==> config.mk <==
export PLATFORM = sky130hd
export DESIGN_NAME = adcw_readout
export DESIGN_NICKNAME = d
export VERILOG_FILES = /design/src/shared/adcw_pkg.sv /design/src/rtl/adcw_readout.sv /design/src/rtl/adcw_fifo.sv
export SDC_FILE = /design/constraint.sdc
export NUM_CORES = 1
export LEC_CHECK = 0
export ABC_AREA = 1
export BUFFER_PORTS_ARGS = -buffer_cell sky130_fd_sc_hd__clkbuf_2
export CORE_ASPECT_RATIO = 1.1
export CORE_MARGIN = 5
export CORE_UTILIZATION = 45
export DETAILED_ROUTE_END_ITERATION = 10
export PLACE_DENSITY_LB_ADDON = 0.15
export SLEW_MARGIN = 20
export SYNTH_ARGS = -nofsm -noshare
export SYNTH_HDL_FRONTEND = slang
export SYNTH_SLANG_ARGS = --single-unit
==> constraint.sdc <==
create_clock -name clk -period 6.8 [get_ports clk]
set_input_delay 1.36 -clock clk [delete_from_list [all_inputs] [get_ports clk]]
set_output_delay 1.36 -clock clk [all_outputs]
set_load 0.01 [all_outputs]
==> src/shared/adcw_pkg.sv <==
`default_nettype none
package adcw_pkg;

  // Conversion word layout
  localparam int ADCW_WORD_W   = 24;
  localparam int ADCW_FIELD_W  = 20;
  localparam int ADCW_RAW_W    = 24;
  localparam int ADCW_LEAD_BIT = 23;
  localparam int ADCW_OF_BIT   = 22;
  localparam int ADCW_OD_BIT   = 21;
  localparam int ADCW_PAD_BIT  = 20;
  localparam int ADCW_DATA_W   = 20;
  localparam logic [23:0] ADCW_WORD_RST = 24'h00_0000;

  // Shift start index: external clock repeats the lead bit once
  localparam logic [4:0] ADCW_IDX_EXT = 5'h17;
  localparam logic [4:0] ADCW_IDX_INT = 5'h16;

  // Conversion timing, in master clock periods or words
  localparam int ADCW_CONV_PERIOD = 612;
  localparam int ADCW_OSC_LEAD    = 17;
  localparam int ADCW_SETTLE_CONV = 4;
  localparam int ADCW_OD_HOLD     = 4;
  localparam int ADCW_FIFO_DEPTH  = 32;

  // Sleep entry and exit times
  localparam int ADCW_CLK_NS   = 40;
  localparam int ADCW_SLEEP_NS = 200_000;
  localparam int ADCW_WAKE_NS  = 10_000;
  localparam int ADCW_SLEEP_CYC = (ADCW_SLEEP_NS + ADCW_CLK_NS - 1) / ADCW_CLK_NS;
  localparam int ADCW_WAKE_CYC  = (ADCW_WAKE_NS + ADCW_CLK_NS - 1) / ADCW_CLK_NS;

  typedef struct packed {
    logic signed [23:0] raw;
    logic               mod_osc;
  } adcw_sample_s;

  typedef enum logic [3:0] {
    ST_IDLE  = 4'b0001,
    ST_READY = 4'b0010,
    ST_SHIFT = 4'b0100,
    ST_LATE  = 4'b1000
  } adcw_state_e;

endpackage
`default_nettype wire

==> src/rtl/adcw_readout.sv <==
// Overview of operation
// External variant converts only on bit clock edges, its master clock.
// Data line driven low when word ready and select low; released when select high.
// External variant: ready low appears on a bit clock rising edge.
// Shift starts after the next falling edge; first bit 1.5 cycles; 24 cycles total.
// Next bit changes on falling edges; host samples on rising edges.
// After the full word the data line stays high until a new word.
// Select high at conversion end holds the word until select goes low; the code keeps converting and the next result replaces it.
// A conversion finishing during shifting is discarded; register unchanged.
// Host skips a conversion by holding select high for the whole cycle.
// Select rising mid-read abandons the word; next result replaces it.
// Internal variant converts from power-up; host gives 24 clocks per word.
// Internal variant: unread word raises line 17 oscillator cycles early.
// Internal variant: unread word overwritten by next result.
// Word is 24 bits: bits 23, 20 zero; 22 overrange; 21 oscillation.
// 16-bit: header, four zeros, 16 data; 20-bit: header, 20 data, MSB first.
// Overrange flag set beyond full scale, cleared on next in-range word.
// Oscillation flag set on detect, cleared four words after stable.
// Two's complement data saturating at the full-scale codes of its width.
// One conversion per 612 master clock periods.
// Results unsettled until four conversion cycles after power-up or wake.
// Bit clock high for 200 us enters sleep; host keeps it low when idle.
// Bit clock low 10 us exits sleep and resets all internal logic.
// Internal variant: host bit clock asynchronous, up to 2 MHz.
// Data width and clock variant chosen by parameters.
`timescale 1ns/1ps
`default_nettype none
module adcw_readout #(
  parameter int DATA_W    = adcw_pkg::ADCW_DATA_W,
  parameter bit INT_OSC   = 1'b0,
  parameter int SLEEP_CYC = adcw_pkg::ADCW_SLEEP_CYC,
  parameter int WAKE_CYC  = adcw_pkg::ADCW_WAKE_CYC
) (
  input  wire logic                   clk,
  input  wire logic                   nrst,
  input  wire logic                   ce,
  input  wire adcw_pkg::adcw_sample_s smp_data,
  input  wire logic                   smp_valid,
  output logic                        smp_ready,
  input  wire logic                   sclk_pin,
  input  wire logic                   cs_n_pin,
  input  wire logic                   osc_pin,
  output logic                        serial_out_line_out,
  output logic                        serial_out_line_oe,
  output logic [23:0]                 conversion_output_word,
  output logic                        settled,
  output logic                        asleep
);
  import adcw_pkg::*;

  localparam int CW = $clog2(SLEEP_CYC + WAKE_CYC + 1);
  localparam logic [CW-1:0] SLEEP_LAST = CW'(SLEEP_CYC - 1);
  localparam logic [CW-1:0] WAKE_LAST  = CW'(WAKE_CYC - 1);
  localparam logic [9:0] CONV_LAST = 10'(ADCW_CONV_PERIOD - 1);
  localparam logic [9:0] LEAD_PT   = 10'(ADCW_CONV_PERIOD - 1 - ADCW_OSC_LEAD);
  localparam logic [2:0] SETTLE_N  = 3'(ADCW_SETTLE_CONV);
  localparam logic [2:0] OD_HOLD_N = 3'(ADCW_OD_HOLD);
  localparam logic [4:0] IDX_START = INT_OSC ? ADCW_IDX_INT : ADCW_IDX_EXT;

  logic [2:0]       sync_a;
  logic [2:0]       sync_b;
  logic [2:0]       sync_p;
  logic             sclk_s;
  logic             cs_s;
  logic             sclk_rise;
  logic             sclk_fall;
  logic             osc_rise;
  logic             cs_rise;
  logic [CW-1:0]    slp_cnt;
  logic             wake;
  logic             master_edge;
  logic [9:0]       conv_cnt;
  logic             conv_end;
  logic [2:0]       settle_cnt;
  adcw_sample_s     fifo_word;
  logic             fifo_valid;
  logic             word_in;
  logic [2:0]       od_cnt;
  logic             next_od;
  logic [2:0]       next_od_cnt;
  adcw_state_e      state;
  logic [4:0]       bit_idx;
  logic [23:0]      out_word;

  // Pins cross in through two flops; edges use only the second stage onward
  always_ff @(posedge clk)
  begin
    if (!nrst)
    begin
      // Idle pin levels: clock low, deselected, so no false edge after reset
      sync_a <= 3'h2;
      sync_b <= 3'h2;
      sync_p <= 3'h2;
    end
    else if (ce)
    begin
      sync_a <= {sclk_pin, cs_n_pin, osc_pin};
      sync_b <= sync_a;
      sync_p <= sync_b;
    end
  end

  assign sclk_s    = sync_b[2];
  assign cs_s      = sync_b[1];
  assign sclk_rise = sync_b[2] && !sync_p[2];
  assign sclk_fall = !sync_b[2] && sync_p[2];
  assign cs_rise   = sync_b[1] && !sync_p[1];
  assign osc_rise  = sync_b[0] && !sync_p[0];

  // Sleep detector; a long high bit clock stops conversions and flushes the queued results
  always_ff @(posedge clk)
  begin
    if (!nrst)
    begin
      asleep  <= 1'b0;
      slp_cnt <= '0;
    end
    else if (ce)
    begin
      if (!asleep)
      begin
        if (!sclk_s)
          slp_cnt <= '0;
        else if (slp_cnt == SLEEP_LAST)
        begin
          asleep  <= 1'b1;
          slp_cnt <= '0;
        end
        else
          slp_cnt <= slp_cnt + 1'b1;
      end
      else
      begin
        if (sclk_s)
          slp_cnt <= '0;
        else if (slp_cnt == WAKE_LAST)
        begin
          asleep  <= 1'b0;
          slp_cnt <= '0;
        end
        else
          slp_cnt <= slp_cnt + 1'b1;
      end
    end
  end

  assign wake = asleep && !sclk_s && (slp_cnt == WAKE_LAST);

  // Master clock: bit clock or internal oscillator, never while asleep
  assign master_edge = !asleep && (INT_OSC ? osc_rise : sclk_rise);
  assign conv_end    = master_edge && (conv_cnt == CONV_LAST);

  always_ff @(posedge clk)
  begin
    if (!nrst || (ce && wake))
      conv_cnt <= '0;
    else if (ce && master_edge)
      conv_cnt <= (conv_cnt == CONV_LAST) ? '0 : conv_cnt + 1'b1;
  end

  always_ff @(posedge clk)
  begin
    if (!nrst || (ce && wake))
      settle_cnt <= '0;
    else if (ce && conv_end && settle_cnt != SETTLE_N)
      settle_cnt <= settle_cnt + 1'b1;
  end

  assign settled = (settle_cnt == SETTLE_N);

  // Filter results queue here; a stalled queue pushes back on the filter
  adcw_fifo #(
    .WIDTH ($bits(adcw_sample_s)),
    .DEPTH (ADCW_FIFO_DEPTH)
  ) u_fifo (
    .clk       (clk),
    .nrst      (nrst),
    .ce        (ce),
    .flush     (asleep),
    .in_data   (smp_data),
    .in_valid  (smp_valid),
    .in_ready  (smp_ready),
    .out_data  (fifo_word),
    .out_valid (fifo_valid),
    .out_ready (conv_end)
  );

  assign word_in = conv_end && fifo_valid;

  function automatic logic [23:0] build_word(input adcw_sample_s s, input logic od);
    logic signed [23:0] hi;
    logic signed [23:0] lo;
    logic               ovr;
    logic [19:0]        field;
    logic [23:0]        w;
    hi    = 24'((24'sd1 <<< (DATA_W - 1)) - 24'sd1);
    lo    = 24'(-(24'sd1 <<< (DATA_W - 1)));
    ovr   = (s.raw > hi) || (s.raw < lo);
    field = '0;
    if (s.raw > hi)
      field[DATA_W-1:0] = hi[DATA_W-1:0];
    else if (s.raw < lo)
      field[DATA_W-1:0] = lo[DATA_W-1:0];
    else
      field[DATA_W-1:0] = s.raw[DATA_W-1:0];
    w = {4'h0, field};
    w[ADCW_OF_BIT] = ovr;
    w[ADCW_OD_BIT] = od;
    return w;
  endfunction

  // Oscillation flag holds through four stable words
  always_comb
  begin
    next_od     = 1'b0;
    next_od_cnt = od_cnt;
    if (fifo_word.mod_osc)
    begin
      next_od     = 1'b1;
      next_od_cnt = OD_HOLD_N;
    end
    else if (od_cnt != '0)
    begin
      next_od     = 1'b1;
      next_od_cnt = od_cnt - 1'b1;
    end
  end

  always_ff @(posedge clk)
  begin
    if (!nrst || (ce && wake))
      od_cnt <= '0;
    else if (ce && word_in)
      od_cnt <= next_od_cnt;
  end

  always_ff @(posedge clk)
  begin
    if (!nrst || (ce && wake))
      out_word <= ADCW_WORD_RST;
    else if (ce && word_in && state != ST_SHIFT)
      out_word <= build_word(fifo_word, next_od);
  end

  assign conversion_output_word = out_word;

  // Readout sequence
  always_ff @(posedge clk)
  begin
    if (!nrst || (ce && wake))
    begin
      state   <= ST_IDLE;
      bit_idx <= '0;
    end
    else if (ce)
    begin
      case (state)
        ST_IDLE:
        begin
          if (word_in)
            state <= ST_READY;
        end
        ST_READY:
        begin
          if (word_in)
            state <= ST_READY;
          else if (INT_OSC && master_edge && conv_cnt == LEAD_PT)
            state <= ST_LATE;
          else if (sclk_fall && !cs_s)
          begin
            state   <= ST_SHIFT;
            bit_idx <= IDX_START;
          end
        end
        ST_SHIFT:
        begin
          if (cs_rise)
            state <= ST_IDLE;
          else if (sclk_fall)
          begin
            if (bit_idx == '0)
              state <= ST_IDLE;
            else
              bit_idx <= bit_idx - 1'b1;
          end
        end
        ST_LATE:
        begin
          if (word_in)
            state <= ST_READY;
        end
        default:
          state <= ST_IDLE;
      endcase
    end
  end

  // Line level from state; low while ready, high when idle or late
  always_comb
  begin
    case (state)
      ST_READY: serial_out_line_out = 1'b0;
      ST_SHIFT: serial_out_line_out = out_word[bit_idx];
      default:  serial_out_line_out = 1'b1;
    endcase
  end

  assign serial_out_line_oe = !cs_s;
endmodule
`default_nettype wire

==> src/rtl/adcw_fifo.sv <==
`timescale 1ns/1ps
`default_nettype none
module adcw_fifo #(
  parameter int WIDTH = 25,
  parameter int DEPTH = 32
) (
  input  wire logic             clk,
  input  wire logic             nrst,
  input  wire logic             ce,
  input  wire logic             flush,
  input  wire logic [WIDTH-1:0] in_data,
  input  wire logic             in_valid,
  output logic                  in_ready,
  output logic      [WIDTH-1:0] out_data,
  output logic                  out_valid,
  input  wire logic             out_ready
);
  localparam int AW = (DEPTH > 1) ? $clog2(DEPTH) : 1;
  localparam logic [AW-1:0] LAST = AW'(DEPTH - 1);
  localparam logic [AW:0]   FULL = (AW + 1)'(DEPTH);

  logic [WIDTH-1:0] mem [DEPTH];
  logic [AW-1:0]    wptr;
  logic [AW-1:0]    rptr;
  logic [AW:0]      count;
  logic             wr;
  logic             rd;

  assign in_ready  = (count != FULL);
  assign out_valid = (count != '0);
  assign out_data  = mem[rptr];
  assign wr = in_valid && in_ready && !flush;
  assign rd = out_valid && out_ready && !flush;

  always_ff @(posedge clk)
  begin
    if (ce && wr)
    begin
      mem[wptr] <= in_data;
    end
  end

  always_ff @(posedge clk)
  begin
    if (!nrst || (ce && flush))
    begin
      wptr  <= '0;
      rptr  <= '0;
      count <= '0;
    end
    else if (ce)
    begin
      if (wr)
      begin
        wptr <= (wptr == LAST) ? '0 : wptr + 1'b1;
      end
      if (rd)
      begin
        rptr <= (rptr == LAST) ? '0 : rptr + 1'b1;
      end
      count <= count + (AW + 1)'(wr) - (AW + 1)'(rd);
    end
  end
endmodule
`default_nettype wire

# --- Word-level counts from Yosys, hierarchy flattened ---
# Memory sizes are Yosys's and may differ from the RTL's. A register that Yosys moved wholly into a read port is not among the register bits.
# Index checks and enable logic that the tools add are counted.
totals:
  elab_cells: 128
  rom_bits: 0
  output_inout_bits: 29
  regBits: 86
  latch_bits: 0
  ramBits: 800
  memories: 1
  input_bits: 32
memory_table:
  columns: ["memory", "depth", "width", "rd", "rd_clocked_by_memory_dff", "write_ports", "line_no", "text"]
  rows:
  - ["u_fifo.mem", 32, 25, 1, 1, 1, "adcw_fifo.sv:22", "logic [WIDTH-1:0] mem [DEPTH];"]
classes:
  eq_ne: 22
  magnitude_cmp: 3
  mul: 0
  n_addsub: 9
  reduce_logical: 40
  n_bitwise: 0
  n_shift: 0
  n_mux: 39
  div_mod_pow: 0
op_table:
  columns: ["operator", "n"]
  rows:
  - ["two-way mux 13 bit", 5]
  - ["two-way mux 5 bit", 9]
  - ["two-way mux 20 bit", 2]
  - ["greater-than comparator 24 x 20 -> 1 bit (second input constant)", 1]
  - ["less-than comparator 24 x 20 -> 1 bit (second input constant)", 1]
  - ["two-way mux 4 bit", 6]
  - ["logical AND 1 bit", 20]
  - ["adder 13 x 1 -> 13 bit (second input constant)", 1]
  - ["equality test 13 bit (second input constant)", 1]
  - ["equality test 13 x 8 -> 1 bit (second input constant)", 1]
  - ["inequality test 3 bit (second input constant)", 4]
  - ["one-hot mux 4 bit (3 select lines)", 1]
  - ["adder 10 x 1 -> 10 bit (second input constant)", 1]
  - ["adder 5 x 1 -> 5 bit (second input constant)", 2]
  - ["equality test 10 bit (second input constant)", 1]
  - ["equality test 5 bit (second input constant)", 2]
  - ["two-way mux 1 bit", 10]
  - ["two-way mux 10 bit", 1]
  - ["inequality test 2 bit (second input constant)", 5]
  - ["one-hot mux 5 bit (2 select lines)", 1]
  - ["AND reduction 7 bit", 1]
  - ["adder 6 x 1 -> 6 bit", 1]
  - ["logical NOT 1 bit", 6]
  - ["less-than comparator 5 x 6 -> 1 bit (second input constant)", 1]
  - ["23 further kinds", 29]

# --- Logic depth before layout (Yosys ltp) ---
# Gate-level depths: netlist (run 1).
logic_depth:
  ltp_word: 9
  depth_mapped: 18

# --- Modules after synthesis ---
# Synthesis (run 1) repeated with hierarchy kept, for this count alone.
hier_totals:
  hier_cells: 3491
  area_unflattened_um2: 37514.7
by_module_without_submodules:
  columns: ["module", "instances", "area_per_inst_um2", "cells_per_inst"]
  rows:
  - ["adcw_fifo", 1, 33721.1, 2899]
  - ["adcw_readout", 1, 3793.6, 592]

# --- Worst setup path before layout (run 1) ---
# No wires, ideal clock.
synth_timing:
  path_kind: "in2reg"
  startpoint: "input port ce"
  endpoint: "memory u_fifo.mem[7][0], enable pin"
  path_stages: 7
  setup_ps: 470
  slack_ps: 1609
  arrival_time_ps: 4721
  path_cell_list: "buf_2 -> clkinv_1 -> nor2_1 -> inv_1 -> nor2_1 -> inv_1 -> nor4_1"
synth_between:
  elab_chain_len: 3
synth_lines:
  columns: ["element", "line_no", "text"]
  rows:
  - ["from (decl)", "adcw_readout.sv:36", "input wire logic ce,"]
  - ["logical AND 1 bit", "adcw_fifo.sv:37", "if (ce && wr)"]
  - ["two-way mux 1 bit", "adcw_fifo.sv:37", null]
  - ["two-way mux 1 bit (not written as such)", "adcw_fifo.sv:39", "mem[wptr] <= in_data;"]
  - ["to (decl)", "adcw_fifo.sv:22", null]
# Every way passes these cells.

# --- Final worst setup path (run 1) ---
layout_timing:
  startpoint: "register bit_idx[0]"
  endpoint: "output port serial_out_line_out"
layout_between:
  elab_chain_len: 3
layout_lines:
  columns: ["element", "line_no", "text"]
  rows:
  - ["from (decl)", "adcw_readout.sv:82", "logic [4:0] bit_idx;"]
  - ["from (signal assigned)", "adcw_readout.sv:284", "bit_idx <= bit_idx - 1'b1;"]
  - ["binary-select mux 1 bit (select 5 bit)", "adcw_readout.sv:303", "ST_SHIFT: serial_out_line_out = out_word[bit_idx];"]
  - ["two-way mux 1 bit (not written as such)", "adcw_readout.sv:303", null]
  - ["one-hot mux 1 bit (2 select lines)", "adcw_readout.sv:301", "case (state)"]
  - ["to (decl)", "adcw_readout.sv:43", "output logic serial_out_line_out,"]
# Every way passes these cells. The select of a mux whose other input is x is not followed.

==> impl_metrics.yaml, run 1 <==
synth:
  avgSynthCellArea_sq_um: 12.23
  syn_area_sq_um: 36020
  yosys.area.top_type_share: 0.6670
  synth-edff-count: 800
  yosys-top-cells-count: "800 x edfxtp_1, 421 x nor2_1, 398 x nand2_1"
  synth.distinct_cells: 56
  synth-seq-cells: 887
  yosys-top-cells-area: "edfxtp_1 67%, o21ai_0 5.2%, dfxtp_1 4.8%"
  synth_most_common_cell: "edfxtp_1"
  ys.flop_type: "edfxtp_1"
  synth_cells: 2946
  async_flop_share: 0
  ys_warn_count: 0
  yosysSeqAreaShare: 0.7154
  yosysTopAreaCell: "edfxtp_1"
worst_setup_path:
  crit_slowest_cell: "dfxtp_1"
  crit_fanout: 15
  crit_required_ps: 5440
  worst_path_dominant_cell_family: "compound AO/OA/AOI/OAI gates"
  worstSetupPathType: "register to output pin"
  worstPathArrival_ps: 2630
  start_kind: "register"
  critical_path_buf_inv_count: 2
  worstSetupEndpointType: "output pin"
  crit_top_cell: "o21ai_0"
  worstPathCellList: "inv_1 -> o21ai_0 -> o22ai_1 -> a22oi_1 -> o21ai_0 -> a21boi_0 -> o21ai_0 -> clkbuf_2"
  slowest_delay_ps: 530
layout:
  drive_gt1_frac: 0.1019
  final_area_sq_um: 40510
  area_delta_synth_final_pct: 12.47
  n_fill_cell: 6791
  nNetsFinal: 3013
power:
  p_sw_uw: 2305
  power_density_nw_per_um2: 277.5
  seq_power_share: 0.532
  max-vdd-ir-drop_mv: 0.2107
  combPwrFrac: 0.023
  p_int_uw: 8937
  p_sw_frac: 0.2051
  clock_power_share: 0.445
  p_leak_uw: 0.01354
floorplan:
  fp.dieH_microns: 306.7
  ioPinCount: 61
  start_util: 0.4548
  die-area_sq_um: 85800
  rows: 108
  core_area_sq_um: 79190
  die_x_microns: 279.7
detailed_routing:
  drt-total-wl_microns: 95360
  drc: 0
  wl_per_cell_microns: 23.38
  dr.pass1.iters: 8
  drtIter0Drc: 2240
  via_per_inst: 5.789
  ant_nets: 0
  num_vias: 23615
cts:
  cts_resized: 0
  cts_buffers: 93
  cts_sinks: 887
  postCtsSetupBuffers: 0
  cts_buffer_depth: 3
  postCtsHoldBufs: 0
  clk_pin_slew_ps: 60
  cts_root_buf: "clkbuf_16"
  cts_tree: "built"
  clk_latency_ps: 650
  htreeDepth: 3
placed_design:
  gp_congestion: 0.8053
  dpl_cell_area_sq_um: 37190
  dp_hpwl_microns: 49530
  port-buffer-count: 57
grt:
  grt_pass1_wl_microns: 142500
  grt_usage: 0.2169
  grt_pass1_vias: 23227
  antenna_found_initial: 2
  grt_overflow: 0
  grt_max_degree: 235
sta:
  setup-tns-final_ps: 0
  max_slew_margin: 0.2233
  max_freq_mhz: 250.8
  hold_violations: 0
  timing.final.crit_share: 0.5862
  period_minus_slack_ps: 3986
  skew_ps: 22.67
  drv_slew: 0
  rsz0062_at_grt: "no"
  setup_viol: 0
  worst_pin_slew_ps: 1162
min_path:
  hp-class: "register to register"
job:
  maxCapViolCount: 0
status:
  status: "finished, final reports clean"
-- cell type report --
type                       instances  area (sq um)  share of cell area
timing repair buffer             103         855.8             0.02113
tap                             1045          1308             0.03228
clock buffer                     119          2527             0.06239
multi-input combinational       1778          9146              0.2258
clock inverter                    53         524.3             0.01294
antenna                            2         5.005           0.0001236
sequential                       887         25780              0.6364
inverter                          92         364.1            0.008988
-- metal layers --
metal | vias to the layer above | wire length (microns) | global-route usage
li1 | 10807 | - | -
met1 | 11894 | 39800 | 0.2906
met2 | 758 | 47260 | 0.3683
met3 | 156 | 5478 | 0.02754
met4 | 0 | 2817 | 0.07645
met5 | - | 0 | 0
-- power groups by stage --
stage	Combinational, uW	Clock (uW)	Sequential (uW)
finish	253	5010	5980
global route	282	5330	5980
CTS	251	5090	5980
detailed placement	251	0	6100
global placement	240	0	6100
floorplan	117	0	6100
-- worst paths after layout --
check,startpoint,end,slack [ps],cells past startpoint
setup / recovery,bit_idx[0],serial_out_line_out,2810,8
hold / removal,sync_a[1],sync_a[1],460,2
setup reg to reg,register,conversion_output_word[7],2860,12
hold reg to reg,sync_a[1],sync_a[1],460,2
-- cells in the final DEF, fill, tap and decap left out, types with 5 or more instances in the layout --
cell type | Yosys | layout
a31oi_1 | 6 | 6
a21oi_1 | 49 | 49
bufinv_16 | 0 | 7
clkinv_8 | 0 | 5
nor2_1 | 421 | 393
nor3b_1 | 5 | 5
buf_16 | 0 | 10
dfxtp_1 | 87 | 83
o21ai_1 | 13 | 13
clkbuf_8 | 0 | 6
clkinv_1 | 1 | 15
clkbuf_16 | 0 | 95
edfxtp_1 | 800 | 800
xor2_1 | 8 | 8
nand3_1 | 180 | 180
nor3_1 | 17 | 14
a211oi_1 | 8 | 8
o22ai_1 | 56 | 56
clkbuf_1 | 84 | 18
a21oi_2 | 10 | 10
o221ai_1 | 99 | 99
buf_4 | 13 | 34
clkinv_2 | 1 | 17
inv_1 | 88 | 86
ha_1 | 25 | 25
nand2_2 | 5 | 5
o21ai_0 | 375 | 375
o31ai_1 | 5 | 5
nor2_4 | 1 | 29
clkinvlp_4 | 0 | 8
o211ai_1 | 61 | 61
clkbuf_2 | 3 | 57
nand2_1 | 398 | 398
-- cells by family (layout without fill, tap and decap cells) --
| family | after synthesis | count (layout) | share of synthesized area |
|---|---|---|---|
| AOI/OAI and AO/OA | 695 | 695 | 0.1168 |
| xor gates and xnor gates | 11 | 11 | 0.002675 |
| and+or+nand+nor | 1043 | 1043 | 0.1183 |
| muxes | 1 | 1 | 0.0002779 |
| buffers and inverters | 282 | 367 | 0.03721 |
| other | 1 | 4 | 0.0001041 |
| adders and majority gates | 26 | 26 | 0.009241 |
| DFF | 887 | 887 | 0.7154 |
-- state kept, by name, indices dropped and copies added (netlist names), named ones only --
register,flops
u_fifo.mem,800
od_cnt,3
conv_cnt,10
slp_cnt,13
sync_p,2
u_fifo.wptr,5
conversion_output_word,22
sync_b,2
settle_cnt,3
u_fifo.rptr,5
asleep,1
bit_idx,5
state,3
sync_a,2
u_fifo.count,6
-- through the flow --
step | total power (uW) | cells | hold slack (ps) | utilization | setup slack [ps]
after global routing | 11590 | 4077 | 485.2 | 0.5115 | 2613
final | 11240 | 4079 | 460.8 | 0.5116 | 2814
after floorplan | 6212 | 2947 | 429.2 | - | 1609
after detailed placement | 6348 | 3895 | 448.1 | 0.4697 | 2343
after CTS | 11330 | 4067 | 464.1 | 0.5082 | 2779
after global placement | 6335 | 3893 | 445.4 | 0.4690 | 2391
-- worst register-to-register path, stage by stage (launching register included) --
cell and delay, ps:
dfxtp_4 780, clkinv_2 820, buf_4 650, nand3_1 200
nand2_1 60, nand2_1 50, nand3_1 100, nand2_1 100
nand2_1 60, nor2_1 470, nor2_4 100, nor2_8 310
a21oi_1 120
Note: power is estimated with default switching activity, not from simulation.
==> run 2: changes to the inputs <==
Settings changed: ABC_AREA 1 to 0.
Clock period 6.8 ns to 3.9 ns, I/O delays scaled along.
==> impl_metrics.yaml, run 2 <==
detailed_routing:
  via_per_inst: 5.731
  num_vias: 17892
  drt-total-wl_microns: 83030
  dr.pass1.iters: 6
  wl_per_cell_microns: 26.60
  ant_nets: 0
  drc: 0
  drtIter0Drc: 1610
power:
  p_leak_uw: 0.01250
  max-vdd-ir-drop_mv: 0.2768
  power_density_nw_per_um2: 481.3
placed_design:
  dp.cells: 2958
  dp_hpwl_microns: 49380
  gp_congestion: 0.7832
  dpl_worst_slack_ps: 516.1
  port-buffer-count: 57
cts:
  cts_root_buf: "clkbuf_16"
  postCtsSetupBuffers: 0
  cts_sinks: 887
  clk_latency_ps: 640
  cts_buffers: 91
  clk_pin_slew_ps: 60
  cts_buffer_depth: 3
  htreeDepth: 3
  postCtsHoldBufs: 0
  cts_tree: "built"
  cts_resized: 0
grt:
  grt_pass1_vias: 18313
  grt_max_degree: 108
  antenna_found_initial: 0
  grt_pass1_wl_microns: 121800
  grt_usage: 0.1965
  grt_overflow: 0
synth:
  synth_cells: 1866
  synth-seq-cells: 887
  async_flop_share: 0
  avgSynthCellArea_sq_um: 18.87
  yosysSeqAreaShare: 0.7319
  ys.flop_type: "edfxtp_1"
  synth-edff-count: 800
  synth.distinct_cells: 68
  yosysTopAreaCell: "edfxtp_1"
  synth_most_common_cell: "edfxtp_1"
  yosys-top-cells-area: "edfxtp_1 68%, mux4_2 12%, dfxtp_1 4.9%"
  yosys-top-cells-count: "800 x edfxtp_1, 194 x mux4_2, 103 x nand2_1"
  syn_area_sq_um: 35200
  yosys.area.top_type_share: 0.6824
  ys_warn_count: 0
floorplan:
  die_x_microns: 276.7
  rows: 107
  ioPinCount: 61
  core_area_sq_um: 77520
  start_util: 0.4541
  die-area_sq_um: 83930
  fp.dieH_microns: 303.3
layout:
  diodes: 0
  drive_gt1_frac: 0.2688
  layout_common_cells: "800 x edfxtp_1, 194 x mux4_2, 103 x nand2_1, 94 x clkbuf_16, 91 x mux2i_1"
  layout_commonest_cell: "edfxtp_1"
  seq_area_sq_um: 25780
  n_fill_cell: 6178
  area_delta_synth_final_pct: 14.43
  top_register: "u_fifo.mem"
  nNetsFinal: 2074
  instances_no_fill: 3122
  multi_input_area_sq_um: 9011
  largest_register_ffs: 800
sta:
  setup_viol: 0
  layout_setup_ws_ps: 295.9
  drv_slew: 0
  max_freq_mhz: 277.5
  max_slew_margin: 0.4872
  rsz0062_at_grt: "no"
  skew_ps: 24.18
  period_minus_slack_ps: 3604
  setup-tns-final_ps: 0
  hold_violations: 0
  timing.final.crit_share: 0.9241
  worst_pin_slew_ps: 767.7
status:
  status: "finished, final reports clean"
worst_setup_path:
  rrSetupSlack_ps: 500
  worst_path_dominant_cell_family: "multiplexers"
  crit_fanout: 12
  crit_top_cell: "mux4_2"
  worstPathCellList: "mux4_2 -> mux4_2 -> or2_2 -> a21oi_1 -> o21bai_1 -> clkbuf_2"
  start_kind: "register"
  crit_required_ps: 3120
  worstSetupEndpointType: "output pin"
  slowest_delay_ps: 540
  crit_slowest_cell: "mux4_2"
  worstSetupPathType: "register to output pin"
  critical_path_buf_inv_count: 1
  worstPathArrival_ps: 2820
min_path:
  hp-class: "input port to register"
job:
  maxCapViolCount: 0
[run 2: where the power goes]
| group | total [uW] | leakage, uW | switching (uW) | internal (uW) |
|---|---|---|---|---|
| Sequential | 10400 | 0.00790 | 21.5 | 10400 |
| Clock | 8530 | 0.00144 | 3540 | 4990 |
| Combinational | 437 | 0.00316 | 306 | 131 |
| Total | 19400 | 0.0125 | 3870 | 15500 |
[run 2: cells by family (layout without fill, tap and decap cells)]
family / after synthesis / count (layout) / share of synthesized area
flip-flops: 887 / 887 / 0.7319
AND/OR/NAND/NOR: 308 / 308 / 0.04098
multiplexers: 295 / 295 / 0.1532
AO/OA/AOI/OAI: 211 / 211 / 0.03988
buffers and inverters: 119 / 339 / 0.01976
adder cells (fa/ha/maj): 26 / 26 / 0.009454
XOR/XNOR: 19 / 19 / 0.004727
other: 1 / 2 / 0.0001065
[run 2: worst paths after layout]
check	startpoint	to	cells after the start
min reg2reg	u_fifo.count[4]	u_fifo.count[4]	2
max reg2reg	register	conversion_output_word[13]	9
min	cs_n_pin	sync_a[1]	3
max	bit_idx[0]	serial_out_line_out	6
[run 2: worst reg2reg max path, stage by stage, from the launching register on]
cell	delay [ps]
dfxtp_4	630
buf_12	370
mux4_2	580
o21ai_1	120
o21ai_0	140
a211oi_1	510
a41oi_2	390
nor3_4	260
buf_12	210
a21oi_2	80
[run 2: routing by layer]
metal	global-route usage	up-vias	wire, microns
li1	-	7826	-
met1	0.2668	9446	34960
met3	0.03690	111	5011
met2	0.3315	509	41200
met5	0	-	0
met4	0.05502	0	1856
[run 2: layout make-up]
type	count	share of cell area
Multi-Input combinational cell	861	0.2237
Inverter	23	0.002143
Clock inverter	56	0.01323
Timing Repair Buffer	152	0.02913
Tap cell	1035	0.03215
Clock buffer	108	0.05970
Sequential cell	887	0.6400
[run 2: stage by stage]
stage / hold slack [ps] / util / area, sq um / total power [uW]
finish: 397.9 / 0.5197 / 40280 / 19390
global route: 407.9 / 0.5197 / 40280 / 20010
CTS: 373.3 / 0.5197 / 40280 / 19590
detailed placement: 481.9 / 0.4818 / 37340 / 11060
global placement: 456.1 / 0.4818 / 37340 / 11040
floorplan: 442.0 / - / 35210 / 10810
==> run 3: changes to the inputs <==
Settings changed: CORE_UTILIZATION 45 to 40.
==> impl_metrics.yaml, run 3 (same netlist as run 2, synthesis figures left out) <==
sta:
  drv_slew: 0
  skew_ps: 36.26
  timing.final.crit_share: 0.9288
  setup-tns-final_ps: 0
  layout_setup_ws_ps: 277.5
  rsz0062_at_grt: "no"
  setup_viol: 0
  max_freq_mhz: 276.1
  period_minus_slack_ps: 3622
  hold_violations: 0
  worst_pin_slew_ps: 881.8
  max_slew_margin: 0.4059
layout:
  n_fill_cell: 7494
  top_register: "u_fifo.mem"
  nNetsFinal: 2069
  largest_register_ffs: 800
  area_delta_synth_final_pct: 14.69
  instances_no_fill: 3244
  drive_gt1_frac: 0.2654
  final_area_sq_um: 40370
  layout_commonest_cell: "edfxtp_1"
  diodes: 0
  layout_common_cells: "800 x edfxtp_1, 194 x mux4_2, 103 x nand2_1, 94 x clkbuf_16, 91 x mux2i_1"
power:
  combPwrFrac: 0.022
  clock_power_share: 0.438
  p_leak_uw: 0.01247
  p_sw_frac: 0.2043
  p_sw_uw: 3940
  max-vdd-ir-drop_mv: 0.3062
  seq_power_share: 0.540
  p_int_uw: 15340
  power_density_nw_per_um2: 477.7
floorplan:
  fp.dieH_microns: 321.1
  rows: 114
  core_area_sq_um: 87580
  ioPinCount: 61
  die_x_microns: 292.9
  start_util: 0.4020
  die-area_sq_um: 94040
placed_design:
  port-buffer-count: 57
  gp_congestion: 0.7732
  dpl_cell_area_sq_um: 37490
  dpl_worst_slack_ps: 555.3
  dp.cells: 3078
  dp_hpwl_microns: 50950
cts:
  postCtsHoldBufs: 0
  cts_root_buf: "clkbuf_16"
  htreeDepth: 3
  clk_latency_ps: 650
  cts_buffer_depth: 3
  clk_pin_slew_ps: 70
  cts_tree: "built"
  postCtsSetupBuffers: 0
  cts_sinks: 887
  cts_buffers: 91
  cts_resized: 0
worst_setup_path:
  crit_required_ps: 3120
  worstPathArrival_ps: 2840
  worstSetupEndpointType: "output pin"
  worstSetupPathType: "register to output pin"
  start_kind: "register"
  crit_fanout: 12
detailed_routing:
  wl_per_cell_microns: 26.65
  num_vias: 17897
  drc: 0
  ant_nets: 0
  dr.pass1.iters: 5
  drtIter0Drc: 1667
  drt-total-wl_microns: 86460
  via_per_inst: 5.517
status:
  status: "finished, final reports clean"
min_path:
  hp-class: "input port to register"
grt:
  grt_pass1_wl_microns: 125800
  grt_max_degree: 92
  grt_usage: 0.1830
  grt_pass1_vias: 18366
  grt_overflow: 0
  antenna_found_initial: 2
job:
  maxCapViolCount: 0
==> run 3: cell types whose count changed in the layout (fill, tap and decap cells not counted), moves of 3 or more <==
cell       previous run  this run
buf_4                81        74
bufinv_16             9         5
clkbuf_1             14        18
clkbuf_8              0         4
clkinv_2             22        19
==> run 3: layout make-up <==
class	instances	area (sq um)	share of cell area
clock buffers	116	2475	0.06130
well taps	1160	1451	0.03595
inverters	23	86.33	0.002138
multi-input cells	861	9011	0.2232
repair buffers	147	1161	0.02876
flip-flops and latches	887	25780	0.6385
clock inverters	50	409.1	0.01013
==> run 3: per-layer routing <==
layer	share of wire	global-route usage	routed length (microns)
met4	0.022	0.04513	1918
met2	0.50	0.3129	43510
met3	0.059	0.03674	5097
met1	0.42	0.2433	35930
met5	0	0	0
==> run 3: per-stage QoR <==
stage | utilization | hold slack (ps) | power, uW
final | 0.4610 | 381.3 | 19280
after global routing | 0.4610 | 388.7 | 19950
after CTS | 0.4610 | 361.0 | 19510
after detailed placement | 0.4281 | 485.5 | 11050
after global placement | 0.4281 | 458.6 | 11030
after floorplan | - | 442.0 | 10810
==> run 3: critical path, stage by stage, from the launching register on <==
cell and delay (ps):
dfxtp_2 500, mux4_2 550, mux4_2 480, or2_2 280, a21oi_1 130, o21bai_1 110, clkbuf_2 150
==> run 3: power groups by stage <==
stage	combinational (uW)	sequential, uW	clock, uW
after detailed placement	432	10600	0
after CTS	432	10400	8660
final	425	10400	8450
after global placement	416	10600	0
after global routing	473	10400	9060
after floorplan	196	10600	0
==> run 3: worst paths after layout <==
kind,slack [ps],start,cells after the start,endpoint
worst min register to register,500,sync_a[1],2,sync_b[1]
worst max register to register,580,register,9,conversion_output_word[3]
worst max-delay path,280,bit_idx[0],6,serial_out_line_out
worst min-delay path,380,cs_n_pin,3,sync_a[1]
